### config.mk
export PLATFORM = sky130hd
export DESIGN_NAME = lrf_builder
export DESIGN_NICKNAME = d
export VERILOG_FILES = /design/src/lrf_pkg.sv /design/src/lrf_sum_if.sv /design/src/lrf_csum.sv /design/src/lrf_builder.sv
export SDC_FILE = /design/constraint.sdc
export NUM_CORES = 1
export LEC_CHECK = 0
export BUFFER_PORTS_ARGS = -buffer_cell sky130_fd_sc_hd__buf_2
export CAP_MARGIN = 20
export CORE_AREA = 4 4 207 209
export DETAILED_ROUTE_END_ITERATION = 10
export DIE_AREA = 0 0 211 213
export HOLD_SLACK_MARGIN = 0.12
export PLACE_DENSITY = 0.61
export SLEW_MARGIN = 25
export SYNTH_ARGS = -nofsm -noshare
export SYNTH_HDL_FRONTEND = slang
export SYNTH_SLANG_ARGS = --single-unit
### constraint.sdc
create_clock -name i_clk -period 5.15 [get_ports i_clk]
set_input_delay 1.03 -clock i_clk [delete_from_list [all_inputs] [get_ports i_clk]]
set_output_delay 1.03 -clock i_clk [all_outputs]
set_load 0.02 [all_outputs]
### src/lrf_pkg.sv
// Shared constants and types of the legacy receive frame builder.
`default_nettype none
package lrf_pkg;
  // Frame bytes and field layout.
  localparam logic [7:0] START_DELIM = 8'h7e;
  localparam logic [7:0] TYPE_RX16 = 8'h81;
  localparam logic [7:0] TYPE_IO64 = 8'h82;
  localparam logic [7:0] FMT_LEGACY = 8'h02;
  localparam logic [15:0] ADDR_NONE = 16'hfffe;
  localparam logic [7:0] CSUM_BASE = 8'hff;
  localparam logic [7:0] SAMPLE_SETS = 8'h01;
  localparam logic [8:0] SUM_FIRST = 9'h003;
  localparam logic [8:0] DATA_HDR_LAST = 9'h007;
  localparam logic [8:0] SAMP_HDR_LAST = 9'h010;
  localparam logic [8:0] LONG_LAST = 9'h00b;
  localparam logic [15:0] DATA_LEN_BASE = 16'h0005;
  localparam logic [15:0] SAMP_LEN_BASE = 16'h000e;
  localparam int DIG_LAST = 8;
  localparam int ANA_FIRST = 9;
  localparam int ANA_COUNT = 4;
  localparam int TAIL_W = 80;
  // Register map.
  localparam logic [11:0] REG_CTRL = 12'h000;
  localparam logic [11:0] REG_STATUS = 12'h004;
  localparam logic [11:0] REG_FRAMES = 12'h008;
  localparam logic [11:0] REG_DROPS = 12'h00c;
  localparam int CTRL_API_BIT = 8;
  localparam logic [7:0] CTRL_FMT_RESET = 8'h00;
  localparam logic CTRL_API_RESET = 1'b0;
  typedef enum logic [5:0] {
    ST_IDLE = 6'h01,
    ST_HEAD = 6'h02,
    ST_PAY = 6'h04,
    ST_TAIL = 6'h08,
    ST_SUM = 6'h10,
    ST_DROP = 6'h20
  } lrf_state_t;
endpackage
`default_nettype wire

### src/lrf_sum_if.sv
// Link between the frame sequencer and its checksum unit.
`timescale 1ns/1ps
`default_nettype none
interface lrf_sum_if;
  logic clr;
  logic add;
  logic [7:0] data;
  logic [7:0] csum;
  modport owner(output clr, output add, output data, input csum);
  modport unit(input clr, input add, input data, output csum);
endinterface
`default_nettype wire

### src/lrf_csum.sv
// Running checksum of the frame bytes that follow the length field.
`timescale 1ns/1ps
`default_nettype none
module lrf_csum (
  // Clock and reset.
  input wire logic i_clk,
  input wire logic i_reset_n,
  // Byte feed.
  lrf_sum_if.unit sum
);
  logic [7:0] sum_q;
  logic [7:0] sum_d;

  always_comb begin
    sum_d = sum_q;
    if (sum.clr) begin
      sum_d = 8'h00;
    end else if (sum.add) begin
      sum_d = sum_q + sum.data;
    end
  end

  always_ff @(posedge i_clk or negedge i_reset_n) begin
    if (!i_reset_n) begin
      sum_q <= 8'h00;
    end else begin
      sum_q <= sum_d;
    end
  end

  assign sum.csum = lrf_pkg::CSUM_BASE - sum_q; // RL7
endmodule
`default_nettype wire

### src/lrf_builder.sv
// Builder of the short-address receive and long-address sample frames.
`timescale 1ns/1ps
`default_nettype none
// How it works
// RL1: With the format option at 2, a data packet from a short address below 0xfffe becomes a 0x81 frame; the code frames it only in frame-based mode.
// RL2: Each frame opens with 0x7e and a 16-bit length counting the bytes between length and checksum.
// RL3: The short-address receive frame carries type 0x81 at offset 3.
// RL4: That frame holds the 16-bit source at 4, strength at 6, options at 7 and payload from 8.
// RL5: The strength byte is the magnitude of the negative dBm level, so -40 dBm gives 0x28.
// RL6: Options bit 0 is reserved, bit 1 marks broadcast, bit 2 marks all-network broadcast.
// RL7: The last byte is 0xff minus the low byte of the sum of bytes from offset 3 on.
// RL8: With the format option at 2, a sample frame from short address 0xfffe becomes a 0x82 frame.
// RL9: Sample frames leave only while the frame-based mode is on, never in transparent mode.
// RL10: The sample frame holds the 64-bit source at 4, strength 12, options 13, set count 14, mask 15.
// RL11: Mask bits 0-8 are digital lines, 9-12 analog channels, 13-15 unused and zero.
// RL12: The digital word at 17 appears only for a nonzero digital mask and masks off idle lines.
// RL13: Enabled analog values follow as 16-bit words from channel 0 up to channel 3.
// RL14: The host hunts for 0x7e, takes the counted bytes and drops frames whose checksum fails; lrf_host keeps them and counts them in bad_cnt.
module lrf_builder #(
  parameter int ADDR_W = 12,
  parameter int PAY_W = 8
) (
  // Clock and reset.
  input wire logic i_clk,
  input wire logic i_reset_n,
  // APB slave.
  input wire logic i_psel,
  input wire logic i_penable,
  input wire logic i_pwrite,
  input wire logic [ADDR_W-1:0] i_paddr,
  input wire logic [31:0] i_pwdata,
  input wire logic [3:0] i_pstrb,
  output logic o_pready,
  output logic [31:0] o_prdata,
  output logic o_pslverr,
  // Received packet descriptor.
  input wire logic i_pkt_valid,
  output logic o_pkt_ready,
  input wire logic i_pkt_kind,
  input wire logic [15:0] i_src_short,
  input wire logic [63:0] i_src_long,
  input wire logic [7:0] i_rssi_dbm,
  input wire logic i_bcast,
  input wire logic i_bcast_all_net,
  input wire logic [PAY_W-1:0] i_pay_len,
  input wire logic [15:0] i_chan_mask,
  input wire logic [15:0] i_dig_samples,
  input wire logic [63:0] i_analog,
  // Payload byte stream.
  input wire logic i_pay_valid,
  output logic o_pay_ready,
  input wire logic [7:0] i_pay_data,
  // Serial frame byte stream.
  output logic o_tx_valid,
  input wire logic i_tx_ready,
  output logic [7:0] o_tx_data
);
  if (PAY_W < 1 || PAY_W > 8 || ADDR_W < 4) begin : g_bad_param
    $error("lrf_builder: unsupported parameter values");
  end

  lrf_sum_if sum();
  lrf_csum u_csum (.i_clk(i_clk), .i_reset_n(i_reset_n), .sum(sum));

  // Control registers and APB access.
  logic [7:0] fmt_q, fmt_d;
  logic api_q, api_d;
  logic [15:0] frames_q, frames_d, drops_q, drops_d;
  logic [31:0] rdata_q, rdata_d;
  logic err_q, err_d;
  logic [11:0] ra;
  logic hit;
  logic [31:0] rv;
  lrf_pkg::lrf_state_t state_q, state_d;
  logic tx_valid_q, tx_valid_d;
  logic [7:0] tx_data_q, tx_data_d;
  logic frame_done;
  logic drop_evt;

  assign ra = 12'(i_paddr);
  always_comb begin
    hit = 1'b1;
    rv = 32'h0000_0000;
    case (ra)
      lrf_pkg::REG_CTRL: rv = {23'h0, api_q, fmt_q};
      lrf_pkg::REG_STATUS: rv = {30'h0, tx_valid_q,
                                 state_q != lrf_pkg::ST_IDLE};
      lrf_pkg::REG_FRAMES: rv = {16'h0, frames_q};
      lrf_pkg::REG_DROPS: rv = {16'h0, drops_q};
      default: hit = 1'b0;
    endcase
    fmt_d = fmt_q;
    api_d = api_q;
    rdata_d = rdata_q;
    err_d = err_q;
    if (i_psel && !i_penable) begin
      rdata_d = i_pwrite ? 32'h0000_0000 : rv;
      err_d = !hit;
    end
    if (i_psel && i_penable && i_pwrite && ra == lrf_pkg::REG_CTRL) begin
      if (i_pstrb[0]) begin
        fmt_d = i_pwdata[7:0];
      end
      if (i_pstrb[1]) begin
        api_d = i_pwdata[lrf_pkg::CTRL_API_BIT];
      end
    end
    frames_d = frames_q + (frame_done ? 16'h0001 : 16'h0000);
    drops_d = drops_q + (drop_evt ? 16'h0001 : 16'h0000);
  end

  always_ff @(posedge i_clk or negedge i_reset_n) begin
    if (!i_reset_n) begin
      fmt_q <= lrf_pkg::CTRL_FMT_RESET;
      api_q <= lrf_pkg::CTRL_API_RESET;
      frames_q <= 16'h0000;
      drops_q <= 16'h0000;
      rdata_q <= 32'h0000_0000;
      err_q <= 1'b0;
    end else begin
      fmt_q <= fmt_d;
      api_q <= api_d;
      frames_q <= frames_d;
      drops_q <= drops_d;
      rdata_q <= rdata_d;
      err_q <= err_d;
    end
  end

  assign o_pready = 1'b1;
  assign o_prdata = rdata_q;
  assign o_pslverr = err_q;

  // Packet decode and sample tail assembly.
  logic emit_ok, want16, want64;
  logic [7:0] rssi_mag;
  logic [15:0] dig_w;
  logic [lrf_pkg::TAIL_W-1:0] tail_v;
  logic [3:0] tail_n;

  assign emit_ok = api_q && (fmt_q == lrf_pkg::FMT_LEGACY); // RL9
  assign want16 = !i_pkt_kind && (i_src_short < lrf_pkg::ADDR_NONE); // RL1
  assign want64 = i_pkt_kind && (i_src_short == lrf_pkg::ADDR_NONE); // RL8
  assign rssi_mag = i_rssi_dbm[7] ? 8'h00 - i_rssi_dbm : 8'h00; // RL5
  assign dig_w = {7'h00, i_dig_samples[8:0] & i_chan_mask[8:0]}; // RL12

  always_comb begin
    tail_v = '0;
    tail_n = 4'h0;
    // Pushing from channel 3 downward leaves channel 0 first.
    for (int c = lrf_pkg::ANA_COUNT - 1; c >= 0; c--) begin
      if (i_chan_mask[lrf_pkg::ANA_FIRST + c]) begin // RL13
        tail_v = {i_analog[16*c +: 16], tail_v[lrf_pkg::TAIL_W-1:16]};
        tail_n = tail_n + 4'h2;
      end
    end
    if (|i_chan_mask[lrf_pkg::DIG_LAST:0]) begin // RL12
      tail_v = {dig_w, tail_v[lrf_pkg::TAIL_W-1:16]};
      tail_n = tail_n + 4'h2;
    end
  end

  // Frame sequencer.
  logic kind_q, kind_d;
  logic [15:0] src_q, src_d, mask_q, mask_d, len_q, len_d;
  logic [63:0] long_q, long_d;
  logic [7:0] rssi_q, rssi_d, raw_q, raw_d, opt_q, opt_d;
  logic [lrf_pkg::TAIL_W-1:0] tail_q, tail_d;
  logic [3:0] tail_n_q, tail_n_d;
  logic [PAY_W-1:0] left_q, left_d;
  logic [8:0] idx_q, idx_d, pos_q, pos_d;
  logic last_q, last_d;
  logic slot_free, load;
  logic [7:0] byte_v, hdr_b;
  logic [2:0] lsel;

  assign slot_free = !tx_valid_q || i_tx_ready;
  assign lsel = 3'(lrf_pkg::LONG_LAST - idx_q);

  always_comb begin
    hdr_b = 8'h00;
    case (idx_q)
      9'h000: hdr_b = lrf_pkg::START_DELIM; // RL2
      9'h001: hdr_b = len_q[15:8];
      9'h002: hdr_b = len_q[7:0];
      9'h003: hdr_b = kind_q ? lrf_pkg::TYPE_IO64 : lrf_pkg::TYPE_RX16;
      default: begin
        if (!kind_q) begin
          case (idx_q) // RL4
            9'h004: hdr_b = src_q[15:8];
            9'h005: hdr_b = src_q[7:0];
            9'h006: hdr_b = rssi_q;
            default: hdr_b = opt_q;
          endcase
        end else if (idx_q <= lrf_pkg::LONG_LAST) begin
          hdr_b = long_q[{lsel, 3'b000} +: 8]; // RL10
        end else begin
          case (idx_q) // RL10
            9'h00c: hdr_b = rssi_q;
            9'h00d: hdr_b = opt_q;
            9'h00e: hdr_b = lrf_pkg::SAMPLE_SETS;
            9'h00f: hdr_b = mask_q[15:8];
            default: hdr_b = mask_q[7:0];
          endcase
        end
      end
    endcase
  end

  always_comb begin
    state_d = state_q;
    {kind_d, src_d, long_d, raw_d, rssi_d} = {kind_q, src_q, long_q,
                                              raw_q, rssi_q};
    {opt_d, mask_d, len_d} = {opt_q, mask_q, len_q};
    {tail_d, tail_n_d, left_d, idx_d} = {tail_q, tail_n_q, left_q, idx_q};
    load = 1'b0;
    byte_v = hdr_b;
    frame_done = 1'b0;
    drop_evt = 1'b0;
    sum.clr = 1'b0;
    unique case (state_q)
      lrf_pkg::ST_IDLE: begin
        if (i_pkt_valid) begin
          kind_d = i_pkt_kind;
          src_d = i_src_short;
          long_d = i_src_long;
          raw_d = i_rssi_dbm;
          rssi_d = rssi_mag;
          opt_d = {5'h00, i_bcast_all_net, i_bcast, 1'b0}; // RL6
          mask_d = {3'h0, i_chan_mask[12:0]}; // RL11
          tail_d = tail_v;
          tail_n_d = tail_n;
          left_d = i_pay_len;
          idx_d = 9'h000;
          len_d = i_pkt_kind ? lrf_pkg::SAMP_LEN_BASE + 16'(tail_n)
                             : lrf_pkg::DATA_LEN_BASE + 16'(i_pay_len);
          if (emit_ok && (want16 || want64)) begin // RL1 RL8 RL9
            state_d = lrf_pkg::ST_HEAD;
            sum.clr = 1'b1;
          end else begin
            drop_evt = 1'b1;
            if (!i_pkt_kind && i_pay_len != '0) begin
              state_d = lrf_pkg::ST_DROP;
            end
          end
        end
      end
      lrf_pkg::ST_HEAD: begin
        if (slot_free) begin
          load = 1'b1;
          idx_d = idx_q + 9'h001;
          if (kind_q && idx_q == lrf_pkg::SAMP_HDR_LAST) begin
            state_d = (tail_n_q != 4'h0) ? lrf_pkg::ST_TAIL
                                         : lrf_pkg::ST_SUM;
          end else if (!kind_q && idx_q == lrf_pkg::DATA_HDR_LAST) begin
            state_d = (left_q != '0) ? lrf_pkg::ST_PAY : lrf_pkg::ST_SUM;
          end
        end
      end
      lrf_pkg::ST_PAY: begin
        byte_v = i_pay_data; // RL4
        if (slot_free && i_pay_valid) begin
          load = 1'b1;
          idx_d = idx_q + 9'h001;
          left_d = left_q - 1'b1;
          if (left_q == PAY_W'(1)) begin
            state_d = lrf_pkg::ST_SUM;
          end
        end
      end
      lrf_pkg::ST_TAIL: begin
        byte_v = tail_q[lrf_pkg::TAIL_W-1 -: 8]; // RL13
        if (slot_free) begin
          load = 1'b1;
          idx_d = idx_q + 9'h001;
          tail_d = {tail_q[lrf_pkg::TAIL_W-9:0], 8'h00};
          tail_n_d = tail_n_q - 4'h1;
          if (tail_n_q == 4'h1) begin
            state_d = lrf_pkg::ST_SUM;
          end
        end
      end
      lrf_pkg::ST_SUM: begin
        byte_v = sum.csum; // RL7
        if (slot_free) begin
          load = 1'b1;
          frame_done = 1'b1;
          state_d = lrf_pkg::ST_IDLE;
        end
      end
      lrf_pkg::ST_DROP: begin
        if (i_pay_valid) begin
          left_d = left_q - 1'b1;
          if (left_q == PAY_W'(1)) begin
            state_d = lrf_pkg::ST_IDLE;
          end
        end
      end
      default: state_d = lrf_pkg::ST_IDLE;
    endcase
    tx_valid_d = tx_valid_q && !i_tx_ready;
    tx_data_d = tx_data_q;
    pos_d = pos_q;
    last_d = last_q;
    if (load) begin
      tx_valid_d = 1'b1;
      tx_data_d = byte_v;
      pos_d = idx_q;
      last_d = (state_q == lrf_pkg::ST_SUM);
    end
  end

  assign sum.add = load && idx_q >= lrf_pkg::SUM_FIRST && // RL7
                   state_q != lrf_pkg::ST_SUM;
  assign sum.data = byte_v;

  always_ff @(posedge i_clk or negedge i_reset_n) begin
    if (!i_reset_n) begin
      state_q <= lrf_pkg::ST_IDLE;
      {kind_q, src_q, long_q, raw_q, rssi_q} <= '0;
      {opt_q, mask_q, len_q} <= '0;
      {tail_q, tail_n_q, left_q, idx_q} <= '0;
      {tx_valid_q, tx_data_q, pos_q, last_q} <= '0;
    end else begin
      state_q <= state_d;
      {kind_q, src_q, long_q, raw_q, rssi_q} <= {kind_d, src_d, long_d,
                                                 raw_d, rssi_d};
      {opt_q, mask_q, len_q} <= {opt_d, mask_d, len_d};
      {tail_q, tail_n_q, left_q, idx_q} <= {tail_d, tail_n_d, left_d,
                                            idx_d};
      {tx_valid_q, tx_data_q, pos_q, last_q} <= {tx_valid_d, tx_data_d,
                                                 pos_d, last_d};
    end
  end

  assign o_pkt_ready = (state_q == lrf_pkg::ST_IDLE);
  assign o_pay_ready = (state_q == lrf_pkg::ST_PAY && slot_free) ||
                       (state_q == lrf_pkg::ST_DROP);
  assign o_tx_valid = tx_valid_q;
  assign o_tx_data = tx_data_q;

  // Independent sum of the bytes that actually left, for checking.
  logic [7:0] acc_q, acc_d;
  logic [15:0] seen_len_q, seen_len_d;
  logic acc_take;
  assign acc_take = o_tx_valid && i_tx_ready;
  // The length is taken from the bytes that left, since len_q may already
  // hold the next packet while a checksum byte still waits.
  always_comb begin
    acc_d = acc_q;
    seen_len_d = seen_len_q;
    if (acc_take) begin
      acc_d = (pos_q < lrf_pkg::SUM_FIRST) ? 8'h00 : acc_q + o_tx_data;
      if (pos_q == 9'h001) begin
        seen_len_d[15:8] = o_tx_data;
      end
      if (pos_q == 9'h002) begin
        seen_len_d[7:0] = o_tx_data;
      end
    end
  end
  always_ff @(posedge i_clk or negedge i_reset_n) begin
    if (!i_reset_n) begin
      acc_q <= 8'h00;
      seen_len_q <= 16'h0000;
    end else begin
      acc_q <= acc_d;
      seen_len_q <= seen_len_d;
    end
  end
endmodule
`default_nettype wire

==> key figures <==
Layout
  • Area Overhead vs Synth: 17.5%
  • Layout fillers: just under 4000
  • Fraction of layout cells with a size suffix above 1: around 19%
  • Final #Nets: 2396
  • Final design utilization: ~48%
  • Non-filler cells in the finished layout: between 2000 and 3000

Floorplan
  • Starting Density: roughly two fifths
  • Die Span X: 211 microns
  • DIE AREA: between 40000 and 50000 sq um
  • Floorplan core area: between 40000 and 50000 sq um
  • Die Ht: 213 microns
  • Row cnt: 74
  • IO Count: 304

Run status
  • Status: finished, final reports clean

Power and ir drop
  • Total power draw: slightly below 0.009 W
  • Pwr per Cell Area: around 450 nW/um^2
  • Leakage: between 9 and 10 nW
  • Worst IR Drop VDD: between 0.2 and 0.25 mV

Timing
  • Fin. max-slew vios: 0
  • Setup TNS: 0 ns
  • Final worst-path cycle share: 83.9%
  • Relative slew slack: approximately two fifths
  • Clock skew: between 0.02 and 0.03 ns
  • Peak Freq: around 230 MHz
  • Worst Max-Slew Pin Slew: between 0.9 and 1 ns
  • Final min period: between 4 and 5 ns
  • Final hold violations: 0
  • RSZ-0062 raised after global routing: no
  • Final WS setup: roughly 0.83 ns
  • Final setup fails: 0

Clocking
  • Root Buffer: clkbuf_16
  • # hold bufs at CTS: 0
  • Clock H-tree levels: 2
  • CTS tree: yes
  • Clock Sinks: roughly 300
  • Cts bufs inserted: 35
  • Clock tree buffer depth: 3
  • Post CTS Setup Buffer Count: 0
  • Post-CTS sizing: 0
  • Clock transition at the registers of the reported paths: about 0.070 ns
  • Clock latency on the worst-skew pair: 0.53 ns

Setup path
  • Slowest-stage cell, CP: buf_4
  • Worst reg2reg path depth: 17
  • Critical path arrival: around 4.7 ns
  • Worst path required time: 5.57 ns
  • Startpoint type of the worst setup path: flip-flop
  • Critical path, cell by cell: buf_4, ha_1, buf_4, or4_1, nand3_1, a221oi_1, a21oi_1, mux2_2, a211o_1, ha_1, a21o_1, a211oi_1, o21a_1, nor3_1, o211a_1, or2_0, o311ai_1
  • Worst setup EP type: flip-flop
  • Crit. path cell count: 17
  • Max FO, Critical Path: 21
  • WS Path Type: flip-flop to flip-flop
  • Slowest cell delay on critical path: roughly 0.37 ns
  • Buf/Inv on CP: 2
  • Delay-heaviest family, CP: compound AO/OA/AOI/OAI gates

Placed design
  • Post-DP HPWL: 37300 microns
  • Placer Congestion: between 0.9 and 1
  • Inst Count DP: 2602
  • Post-Place Setup Slack: between 0.8 and 0.9 ns
  • # port buffers: approximately 250

Logic synthesis
  • Top_reg_cell synth: dfrtp_1
  • Syn_area_per_cell: 8.67 sq um
  • Synth cell types: between 70 and 80
  • Synthesized cell area: between 15000 and 20000 sq um
  • Cell count after synthesis: ~1900
  • Number of flops mapped to enable cells by yosys: 0
  • Seq/Total Area, Yosys: 44.4%
  • Synth async-reset ratio: 100%
  • Flops & latches, synth: a little under 300
  • Synth warn: 0

Routing
  • Vias per cell: 5.60
  • Routed Antenna Nets: 0
  • DRT iter0 DRCs: 1499
  • DRT Pass-1 Iters: 6
  • Via count: about 15000
  • Drt total wl: between 50000 and 60000 microns
  • DRC errors left: 0
  • Routed len/inst: roughly 19 microns

Worst hold path
  • Hold depth: 2
  • Worst hold path class: flip-flop to flip-flop

Global route
  • Total congestion overflow: 0
  • Pin count of the biggest net entering global routing: 130
  • First-pass GRT wire length: between 80000 and 90000 microns
  • Initial antenna violation count: 2
  • Vias in the first global route: around 15000
  • All-Layer GR Usage: 22.3%

Flow run
  • MaxCap Viol Count: 0
[path summary, 6_finish.rpt]
path | startpoint | end | slack, ns
worst max register to register | idx_q[0] | u_csum.sum_q[7] | 0.83
max in group asynchronous | i_reset_n | long_q[60] | 3.31
worst min-delay path | long_q[11] | long_q[11] | 0.47
worst max-delay path | idx_q[0] | u_csum.sum_q[7] | 0.83
min in group asynchronous | i_reset_n | frames_q[10] | 0.53
worst min register to register | long_q[11] | long_q[11] | 0.47
[state kept, by name, indices dropped and copies added, names as in the netlist, 2 cells and up]
name          cells
src_q            16
tail_q           80
left_q            8
rssi_q            8
o_tx_data         8
drops_q          16
tail_n_q          4
idx_q             9
len_q             9
frames_q         16
mask_q           13
state_q           6
opt_q             2
fmt_q             8
long_q           64
o_prdata         16
u_csum.sum_q      8
[power breakdown]
group / switching [W] / total, W / internal (W)
Combinational: 0.00149 / 0.00253 / 0.00104
Clock: 0.000999 / 0.00255 / 0.00155
Sequential: 0.000522 / 0.00364 / 0.00312
Total: 0.00301 / 0.00871 / 0.00571
[synth_stat cells, types with 6 or more instances]
cell type | count | area, sq um
a211oi_1 | 10 | 75.1
a21oi_1 | 62 | 310
a221o_1 | 12 | 120
a221oi_1 | 11 | 96.3
a222oi_1 | 27 | 270
a22oi_1 | 42 | 315
a31oi_1 | 37 | 231
and2_1 | 18 | 113
and3_1 | 14 | 87.6
buf_1 | 12 | 45.0
buf_4 | 17 | 128
clkbuf_1 | 109 | 409
dfrtp_1 | 294 | 7360
ha_1 | 27 | 338
inv_1 | 41 | 154
mux2_2 | 38 | 428
mux2i_1 | 27 | 270
mux4_2 | 18 | 405
nand2_1 | 531 | 1990
nand2b_1 | 6 | 37.5
nand3_1 | 64 | 320
nand4_1 | 11 | 68.8
nor2_1 | 109 | 409
nor3_1 | 25 | 125
nor4_1 | 6 | 37.5
o211ai_1 | 16 | 120
o21a_1 | 18 | 135
o21ai_0 | 135 | 676
o221ai_1 | 14 | 123
o2bb2ai_1 | 18 | 158
o31ai_1 | 6 | 45.0
or3_1 | 9 | 56.3
xnor2_1 | 36 | 315
xor2_1 | 23 | 201
[tightest hold or removal path: cells and delay by family, from the launching register on]
family / cells / cell delay [ns]
DFF: 1 / 0.33
and+or+nand+nor: 2 / 0.11
[layer usage]
metal / wire length (microns) / track usage (%) / vias to the layer above
met1: 22400 / 30.9 / 7267
met3: 3260 / 3.29 / 68
li1: - / - / 7112
met2: 24300 / 36.6 / 484
met5: 13 / 0 / -
met4: 1140 / 6.22 / 2
[kinds of logic (layout without fill, tap and decap cells)]
group / count (synthesis) / after routing / share of synthesized area (%)
simple gates: 829 / 829 / 21.5
xor+xnor: 59 / 59 / 3.11
buf+inv: 184 / 385 / 4.60
mux: 83 / 83 / 6.64
flops: 295 / 295 / 44.4
other cells: 2 / 18 / 0.0452
compound gates: 438 / 438 / 17.6
fa+ha+maj: 28 / 28 / 2.15
[placed cells by master (no fill, tap or decap), drive strengths merged, types with 7 or more instances in the layout]
| cell type | n |
|---|---|
| ha | 27 |
| nor3 | 25 |
| a221o | 12 |
| mux2 | 38 |
| mux4 | 18 |
| or3 | 9 |
| and3 | 14 |
| nand2 | 531 |
| xor2 | 23 |
| o221ai | 14 |
| a211oi | 10 |
| a221oi | 11 |
| nand3 | 64 |
| and2 | 18 |
| xnor2 | 36 |
| clkinv | 7 |
| mux2i | 27 |
| a222oi | 27 |
| clkbuf | 47 |
| nor4 | 8 |
| buf | 281 |
| a31oi | 37 |
| dfrtp | 294 |
| nand4 | 11 |
| nor2 | 109 |
| o21a | 18 |
| a22oi | 42 |
| inv | 43 |
| o2bb2ai | 18 |
| o21ai | 139 |
| o211ai | 16 |
| a21oi | 62 |
| conb | 17 |
[metrics by stage]
stage	cell area [sq um]	hold WS [ns]
floorplan	16700	0.440
global placement	18300	0.455
detailed placement	18300	0.459
CTS	19500	0.473
global route	19500	0.491
finish	19500	0.470
[area by class of cell]
| cell class | count | area [sq um] | share of cell area [%] |
|---|---|---|---|
| Timing Repair Buffer | 281 | 1560 | 7.97 |
| Clock inverter | 15 | 201 | 1.03 |
| Inverter | 42 | 158 | 0.807 |
| Clock buffer | 47 | 982 | 5.03 |
| Antenna cell | 1 | 2.50 | 0.0128 |
| Sequential cell | 295 | 7380 | 37.8 |
| Multi-Input combinational cell | 1454 | 8590 | 44.0 |
| Tap cell | 532 | 666 | 3.41 |
Power figures use the tool's default switching activity.
